--- config.mk ---
export PLATFORM = sky130hd
export DESIGN_NAME = tsc_trap_status_control
export DESIGN_NICKNAME = d
export VERILOG_FILES = /design/src/hdl/tsc_pkg.sv /design/src/hdl/tsc_trap_if.sv /design/src/hdl/tsc_trap_detect.sv /design/src/hdl/tsc_trap_status_control.sv
export SDC_FILE = /design/constraint.sdc
export NUM_CORES = 1
export LEC_CHECK = 0
export ABC_AREA = 1
export ABC_CLOCK_PERIOD_IN_PS = 1500
export BUFFER_PORTS_ARGS = -buffer_cell sky130_fd_sc_hd__buf_2
export CAP_MARGIN = 20
export CELL_PAD_IN_SITES_DETAIL_PLACEMENT = 0
export CELL_PAD_IN_SITES_GLOBAL_PLACEMENT = 1
export CORE_UTILIZATION = 31
export DETAILED_ROUTE_END_ITERATION = 6
export GPL_ROUTABILITY_DRIVEN = 1
export PLACE_DENSITY_LB_ADDON = 0.1
export SLEW_MARGIN = 20
export SYNTH_ARGS = -nofsm -noshare
export SYNTH_HDL_FRONTEND = slang
export SYNTH_SLANG_ARGS = --single-unit
export TNS_END_PERCENT = 50
--- constraint.sdc ---
create_clock -name i_ref_clk -period 1.5 [get_ports i_ref_clk]
set_input_delay 0.075 -clock i_ref_clk [delete_from_list [all_inputs] [get_ports i_ref_clk]]
set_output_delay 0.075 -clock i_ref_clk [all_outputs]
set_load 0.01 [all_outputs]
--- src/hdl/tsc_pkg.sv ---
package tsc_pkg;
   // register byte offsets on the apb side
   localparam logic [11:0] TSC_CTRL_OFS   = 12'h000;
   localparam logic [11:0] TSC_PRIO_OFS   = 12'h004;
   // field positions of trap_control_status
   localparam int unsigned TSC_NEST_DIS   = 15;
   localparam int unsigned TSC_OVA_FLAG   = 14;
   localparam int unsigned TSC_OVB_FLAG   = 13;
   localparam int unsigned TSC_COVA_FLAG  = 12;
   localparam int unsigned TSC_COVB_FLAG  = 11;
   localparam int unsigned TSC_OVA_EN     = 10;
   localparam int unsigned TSC_OVB_EN     = 9;
   localparam int unsigned TSC_COV_EN     = 8;
   localparam int unsigned TSC_SHIFT_FLAG = 7;
   localparam int unsigned TSC_DIV0_FLAG  = 6;
   localparam int unsigned TSC_DMA_FLAG   = 5;
   localparam int unsigned TSC_MATH_FLAG  = 4;
   localparam int unsigned TSC_ADDR_FLAG  = 3;
   localparam int unsigned TSC_STACK_FLAG = 2;
   localparam int unsigned TSC_OSC_FLAG   = 1;
   // masks and values after reset
   localparam logic [15:0] TSC_IMPL_MASK  = 16'hfffe;
   localparam logic [15:0] TSC_FLAG_MASK  = 16'h78fe;
   localparam logic [15:0] TSC_CTRL_RST   = 16'h0000;
   localparam logic [2:0]  TSC_PRIO_RST   = 3'h0;
   localparam int unsigned TSC_PRIO_W     = 3;
   localparam int unsigned TSC_REG_W      = 16;
endpackage

--- src/hdl/tsc_trap_if.sv ---
`timescale 1ns/1ps
// trap enables out of the register file, flag set strobes back into it
interface tsc_trap_if;
   logic        ova_en;
   logic        ovb_en;
   logic        cov_en;
   logic [15:0] set_vec;
   logic        math_trap;
   logic        any_trap;
   modport detector (input ova_en, ovb_en, cov_en, output set_vec, math_trap, any_trap);
   modport regfile  (output ova_en, ovb_en, cov_en, input set_vec, math_trap, any_trap);
endinterface

--- src/hdl/tsc_trap_detect.sv ---
`timescale 1ns/1ps
// turns raw core error events into trap strobes and flag set bits
module tsc_trap_detect
   import tsc_pkg::*;
(
   input  wire logic    i_ovf_a,      // ordinary overflow of accumulator a
   input  wire logic    i_ovf_b,      // ordinary overflow of accumulator b
   input  wire logic    i_cat_a,      // catastrophic overflow of accumulator a
   input  wire logic    i_cat_b,      // catastrophic overflow of accumulator b
   input  wire logic    i_bad_shift,  // invalid accumulator shift
   input  wire logic    i_zero_div,   // divide with zero divisor
   input  wire logic    i_dma_fault,  // dma controller error
   input  wire logic    i_addr_fault, // address error
   input  wire logic    i_stack_fault,// stack error
   input  wire logic    i_osc_fault,  // oscillator failure
   tsc_trap_if.detector trap          // enables in, set strobes out
);
   logic ova_trap;
   logic ovb_trap;
   logic cova_trap;
   logic covb_trap;

   // overflow events only become traps when their enable is set
   assign ova_trap  = i_ovf_a & trap.ova_en;   // [RULE_06]
   assign ovb_trap  = i_ovf_b & trap.ovb_en;   // [RULE_07]
   assign cova_trap = i_cat_a & trap.cov_en;   // [RULE_08]
   assign covb_trap = i_cat_b & trap.cov_en;   // [RULE_08]

   // accumulator traps and shift or divide errors all count as math traps
   assign trap.math_trap = ova_trap | ovb_trap | cova_trap | covb_trap
                           | i_bad_shift | i_zero_div;
   assign trap.any_trap  = trap.math_trap | i_dma_fault | i_addr_fault
                           | i_stack_fault | i_osc_fault;

   // one set bit per flag; bit 0 and the control bits never set here
   always_comb
   begin
      trap.set_vec                 = '0;
      trap.set_vec[TSC_OVA_FLAG]   = ova_trap;        // [RULE_02]
      trap.set_vec[TSC_OVB_FLAG]   = ovb_trap;        // [RULE_03]
      trap.set_vec[TSC_COVA_FLAG]  = cova_trap;       // [RULE_04]
      trap.set_vec[TSC_COVB_FLAG]  = covb_trap;       // [RULE_05]
      trap.set_vec[TSC_SHIFT_FLAG] = i_bad_shift;     // [RULE_09]
      trap.set_vec[TSC_DIV0_FLAG]  = i_zero_div;      // [RULE_10]
      trap.set_vec[TSC_DMA_FLAG]   = i_dma_fault;     // [RULE_11]
      trap.set_vec[TSC_MATH_FLAG]  = trap.math_trap;  // [RULE_12]
      trap.set_vec[TSC_ADDR_FLAG]  = i_addr_fault;    // [RULE_15]
      trap.set_vec[TSC_STACK_FLAG] = i_stack_fault;   // [RULE_15]
      trap.set_vec[TSC_OSC_FLAG]   = i_osc_fault;     // [RULE_15]
   end
endmodule

--- src/hdl/tsc_trap_status_control.sv ---
// Implementation choices: the APB register port and the register offsets.
`timescale 1ns/1ps
// What this block does
// RULE_01: nesting disable bit 15 set forbids interrupt nesting; clear allows it.
// RULE_02: bit 14 flags a trap caused by accumulator a overflow.
// RULE_03: bit 13 flags a trap caused by accumulator b overflow.
// RULE_04: bit 12 flags a trap caused by catastrophic overflow of accumulator a.
// RULE_05: bit 11 flags a trap caused by catastrophic overflow of accumulator b.
// RULE_06: bit 10 enables trapping on ordinary overflow of accumulator a.
// RULE_07: bit 9 enables trapping on ordinary overflow of accumulator b.
// RULE_08: bit 8 enables trapping on catastrophic overflow of either accumulator.
// RULE_09: bit 7 flags a math trap caused by an invalid accumulator shift.
// RULE_10: bit 6 flags a math trap caused by divide by zero.
// RULE_11: bit 5 flags a dma controller error trap.
// RULE_12: bit 4 flags any math error trap.
// RULE_13: bit 0 is unimplemented; writes ignored, reads zero.
// RULE_14: cpu priority level is read-only to software while nesting is disabled.
// RULE_15: bits 3, 2, 1 flag address, stack and oscillator failure traps.
// RULE_16: all bits reset to zero; flags stay until software writes zero; all read/write. Bit 0 is not: it reads zero and ignores writes.
module tsc_trap_status_control
   import tsc_pkg::*;
(
   input  wire logic        i_ref_clk,        // system clock, 125 mhz
   input  wire logic        i_arst_n,         // async reset, active low
   input  wire logic        psel,             // apb select
   input  wire logic        penable,          // apb access phase
   input  wire logic        pwrite,           // apb write
   input  wire logic [11:0] paddr,            // apb byte address
   input  wire logic [31:0] pwdata,           // apb write data
   input  wire logic [3:0]  pstrb,            // apb byte strobes
   output logic      [31:0] prdata,           // apb read data, from flops
   output logic             pready,           // apb ready
   output logic             pslverr,          // apb error on unmapped address
   input  wire logic        i_ovf_a,          // accumulator a overflow pulse
   input  wire logic        i_ovf_b,          // accumulator b overflow pulse
   input  wire logic        i_cat_a,          // accumulator a catastrophic pulse
   input  wire logic        i_cat_b,          // accumulator b catastrophic pulse
   input  wire logic        i_bad_shift,      // invalid shift pulse
   input  wire logic        i_zero_div,       // divide by zero pulse
   input  wire logic        i_dma_fault,      // dma error pulse
   input  wire logic        i_addr_fault,     // address error pulse
   input  wire logic        i_stack_fault,    // stack error pulse
   input  wire logic        i_osc_fault,      // oscillator failure pulse
   input  wire logic        i_prio_load,      // core loads a new priority level
   input  wire logic [2:0]  i_prio_value,     // level loaded by the core
   output logic             o_nesting_disable,// interrupt nesting forbidden
   output logic             o_math_trap,      // math trap raised this cycle
   output logic             o_any_trap,       // some trap raised this cycle
   output logic [2:0]       o_cpu_priority_level // current cpu priority level
);
   logic                    rst_meta_q;
   logic                    rst_n_q;
   logic [TSC_REG_W-1:0]    ctrl_q;
   logic [TSC_REG_W-1:0]    ctrl_d;
   logic [TSC_PRIO_W-1:0]   prio_q;
   logic [TSC_PRIO_W-1:0]   prio_d;
   logic [31:0]             rdata_q;
   logic                    err_q;
   logic                    setup;
   logic                    access;
   logic                    ctrl_hit;
   logic                    prio_hit;
   logic                    wr_ctrl;
   logic                    wr_prio;
   logic [TSC_REG_W-1:0]    wmask;
   logic [TSC_REG_W-1:0]    rd_ctrl;

   tsc_trap_if trap ();

   // reset enters async, released through two flops
   always_ff @(posedge i_ref_clk or negedge i_arst_n)
   begin
      if (!i_arst_n)
      begin
         rst_meta_q <= 1'b0;
         rst_n_q    <= 1'b0;
      end
      else
      begin
         rst_meta_q <= 1'b1;
         rst_n_q    <= rst_meta_q;
      end
   end

   tsc_trap_detect u_detect (
      .i_ovf_a       (i_ovf_a),
      .i_ovf_b       (i_ovf_b),
      .i_cat_a       (i_cat_a),
      .i_cat_b       (i_cat_b),
      .i_bad_shift   (i_bad_shift),
      .i_zero_div    (i_zero_div),
      .i_dma_fault   (i_dma_fault),
      .i_addr_fault  (i_addr_fault),
      .i_stack_fault (i_stack_fault),
      .i_osc_fault   (i_osc_fault),
      .trap          (trap.detector)
   );

   // enables feed the detector straight from the register
   assign trap.ova_en = ctrl_q[TSC_OVA_EN];   // [RULE_06]
   assign trap.ovb_en = ctrl_q[TSC_OVB_EN];   // [RULE_07]
   assign trap.cov_en = ctrl_q[TSC_COV_EN];   // [RULE_08]

   // apb phases and address decode
   assign setup    = psel & ~penable;
   assign access   = psel & penable;
   always_comb
   begin
      ctrl_hit = 1'b0;
      prio_hit = 1'b0;
      if (paddr == TSC_CTRL_OFS)
      begin
         ctrl_hit = 1'b1;
      end
      else if (paddr == TSC_PRIO_OFS)
      begin
         prio_hit = 1'b1;
      end
   end

   // zero wait states: read data is caught in setup, so pready can be fixed
   assign pready  = 1'b1;
   assign pslverr = access & err_q;
   assign prdata  = rdata_q;

   // writes land only at the access edge, lanes gated by pstrb
   assign wr_ctrl = access & pwrite & ctrl_hit;
   assign wr_prio = access & pwrite & prio_hit & pstrb[0];
   assign wmask   = {{8{pstrb[1]}}, {8{pstrb[0]}}} & {16{wr_ctrl}};

   // per bit: hardware set wins over a software clear in the same cycle
   for (genvar b = 0; b < TSC_REG_W; b++)
   begin : g_bit
      always_comb
      begin
         if (!TSC_IMPL_MASK[b])
         begin
            ctrl_d[b] = 1'b0;                                   // [RULE_13]
         end
         else
         begin
            ctrl_d[b] = (wmask[b] ? pwdata[b] : ctrl_q[b])      // [RULE_16]
                        | (TSC_FLAG_MASK[b] & trap.set_vec[b]);
         end
      end
   end

   // control and status register
   always_ff @(posedge i_ref_clk or negedge rst_n_q)
   begin
      if (!rst_n_q)
      begin
         ctrl_q <= TSC_CTRL_RST;                                // [RULE_16]
      end
      else
      begin
         ctrl_q <= ctrl_d;
      end
   end

   // priority level: core load first, software only while nesting is allowed
   always_comb
   begin
      prio_d = prio_q;
      if (i_prio_load)
      begin
         prio_d = i_prio_value;
      end
      else if (wr_prio && !ctrl_q[TSC_NEST_DIS])
      begin
         prio_d = pwdata[TSC_PRIO_W-1:0];                        // [RULE_14]
      end
   end

   always_ff @(posedge i_ref_clk or negedge rst_n_q)
   begin
      if (!rst_n_q)
      begin
         prio_q <= TSC_PRIO_RST;
      end
      else
      begin
         prio_q <= prio_d;
      end
   end

   // read view of the control register, bit 0 forced low
   assign rd_ctrl = ctrl_q & TSC_IMPL_MASK;                     // [RULE_13]

   // read data and error caught in setup; held through the access phase
   always_ff @(posedge i_ref_clk or negedge rst_n_q)
   begin
      if (!rst_n_q)
      begin
         rdata_q <= 32'h0000_0000;
         err_q   <= 1'b0;
      end
      else if (setup)
      begin
         err_q <= ~(ctrl_hit | prio_hit);
         if (pwrite)
         begin
            rdata_q <= 32'h0000_0000;
         end
         else if (ctrl_hit)
         begin
            rdata_q <= {16'h0000, rd_ctrl};
         end
         else if (prio_hit)
         begin
            rdata_q <= {29'h0000_0000, prio_q};
         end
         else
         begin
            rdata_q <= 32'h0000_0000;
         end
      end
   end

   // nesting control and trap strobes to the interrupt core
   assign o_nesting_disable    = ctrl_q[TSC_NEST_DIS];          // [RULE_01]
   assign o_cpu_priority_level = prio_q;
   assign o_math_trap          = trap.math_trap;
   assign o_any_trap           = trap.any_trap;
endmodule

==> out/results.ini <==
[status]
status = finished clean

[power]
power_density_mw_per_mm2 = 896
p_leak_uw = 0.00135
peakVddDrop_mv = 0.511
p_total_uw = 2260
netSwitchingFraction = 0.218
switching_power_uw = 491
p_clk_frac = 0.449
internal-power_uw = 1770
seqPwrFrac = 0.453
p_comb_frac = 0.098

[setup_path]
crit-reg2reg-launch = ctrl_q[8]
worstPathMaxFanout = 4
cp.arrival_ps = 1390
r2r-end = ctrl_q[4]
cp-startpoint = ctrl_q[8]
crit_chain = nand2_1, nand3_2, nor4_2, buf_4, nand2_1, buf_2
worstSetupEndpoint = o_any_trap
cp_common_cell = nand2_1
ff2ff_path_depth = 5
critPathLaunchType = register
cpMaxStageDelayCell = dfrtp_1
path_buf_inv = 2
r2r_slack_ps = 400
crit_type = reg -> out
required_ps = 1420
crit_cells = 6
crit_family = flip-flops
slowest_delay_ps = 420
end_kind = output pin

[placed_design]
gp_congestion = 0.785
port-buffer-count = 71
dp_hpwl_mm = 3.51

[drt]
vias = 1675
ant_nets = 0
drc = 0
firstDrtPassIters = 4
vias_per_cell = 4.37
drt_iter0_markers = 73
wirelength_mm = 4.59
wl_per_cell_um = 12.0

[global_routing]
grt_pass1_wl_mm = 7.50
grt.total_usage = 0.152
first_global_vias = 1623
grt.overflow.total = 0
antenna_found_initial = 0
grt_max_degree = 36

[layout]
layout-drive-gt1-share = 0.373
multi_input_area_um2 = 858
final_common_cell = nand2_1
diodes = 0
nNetsFinal = 374
final_cell_mix = 75 x nand2_1, 71 x buf_2, 37 x dfrtp_1, 18 x conb_1
n_fill_cell = 640
layout-area-overhead-vs-synth_pct = 30.0
regArea_um2 = 926

[cts]
cts-root-buf = clkbuf_8
clkTransAtPathRegs_ps = 70
clock-sinks = 37
cts_htree_levels = 2
cts_made_buffers = 5
cts.path.max_buffers = 2
cts_tree = yes
clkLatencyLatePin_ps = 290

[synth]
synth_area_leaders = dfrtp_1 48%, nand2_1 15%, buf_4 7.7%
yosys.area.top_type_share = 0.478
synth.distinct_cells = 23
ys_ff_latch = 37
ys_warn_count = 0
yosysTopAreaCell = dfrtp_1
syn_area_mm2 = 0.00194
avgSynthCellArea_um2 = 8.61
syn-instance-count = 225
yosysSeqAreaShare = 0.478

[die]
die_y_um = 81.1
rows = 28
dieArea_mm2 = 0.00657
coreArea_mm2 = 0.00599
num_io_pins = 107
start_util = 0.324
die_x_um = 81.1

[sta]
fin_skew_ps = 8.35
finalHoldViolCount = 0
period_minus_slack_ps = 1470
rsz0062_at_grt = yes
slew_viol_final = 0
fin_crit_sh = 0.979
max_freq_mhz = 681
setup_viol = 0
holdWs_ps = 11.5

[hold_path]
holdCritPathClass = in -> reg

[job]
maxCapViolations = 0

[sequential cells by signal, summed over array words and instances (netlist names)]
| name | cells |
|---|---|
| rst_meta_q | 1 |
| prdata | 16 |
| rst_n_q | 1 |
| ctrl_q | 15 |
| o_cpu_priority_level | 3 |
| err_q | 1 |
[worst register-to-register path, stage by stage (launching register included)]
cell and delay, ps:
dfrtp_1 420, nand2_1 110, nand3_2 90, nor4_2 140, buf_4 160, nand3_1 60
[routing by layer]
metal,track usage,part of all wire
met5,0,0
met1,0.196,0.45
met2,0.255,0.50
met4,0.0482,0.0096
met3,0.0292,0.043
[synthesized netlist by cell type]
cell type / count
clkbuf_1: 1
nand2_2: 2
clkinv_1: 1
nor2_1: 6
o21ai_2: 14
o21ai_1: 5
nor2_8: 1
nor4_1: 2
or2_4: 1
conb_1: 2
nand3_2: 3
or2_1: 1
nor2_4: 1
inv_1: 12
nand4_1: 12
buf_6: 2
nand3b_1: 6
buf_4: 20
nor2_2: 3
dfrtp_1: 37
nand2_1: 77
buf_2: 1
nand3_1: 15
[final cells by class]
| type | count | area share |
|---|---|---|
| Sequential cell | 37 | 0.368 |
| Multi-Input combinational cell | 167 | 0.341 |
| Timing Repair Buffer | 83 | 0.182 |
| Tap cell | 75 | 0.0373 |
| Clock buffer | 5 | 0.0273 |
| Clock inverter | 3 | 0.0258 |
| Inverter | 13 | 0.0194 |
[cell families (layout without fill, tap and decap cells)]
family	after synthesis	count (layout)	share of synthesized area
AOI/OAI and AO/OA	19	19	0.0762
buffers and inverters	37	104	0.119
DFF	37	37	0.478
other	2	18	0.00387
and+or+nand+nor	130	130	0.323
[timing repair]
action | CTS | global route
pin swaps | 0 | 0
endpoints found under the setup margin | 2 | 2
hold buffers | 5 | 0
endpoints found under the hold margin | 6 | 0
buffers inserted | 0 | 1
gates resized for setup | 1 | 3
[power groups by stage]
stage	clock network (uW)	registers, uW	logic, uW
2_1_floorplan	0	1060	123
3_3_place_gp	0	1040	213
3_5_place_dp	0	1040	215
4_1_cts	1040	1020	226
5_1_grt	1080	1020	253
6_report	1010	1020	221
[stage by stage]
stage                     utilization  std cells  setup WS [ps]  setup TNS (ps)  instance area [um^2]
after floorplan                     -        241            394               0                  2000
after global placement          0.386        369            221               0                  2310
after detailed placement        0.386        369            207               0                  2310
after CTS                       0.418        382          -10.3           -10.3                  2500
after global routing            0.420        383          -64.8           -96.9                  2520
final                           0.420        383           31.7               0                  2520
[worst min-delay path by stage]
stage,cells after the start,to,from
global route,2,ctrl_q[7],i_bad_shift
detailed placement,1,rst_n_q,i_arst_n
CTS,2,ctrl_q[7],i_bad_shift
floorplan,0,rst_meta_q,i_arst_n
finish,2,ctrl_q[7],i_bad_shift
global placement,1,rst_n_q,i_arst_n
No activity file was read; power rests on OpenSTA's default activity.
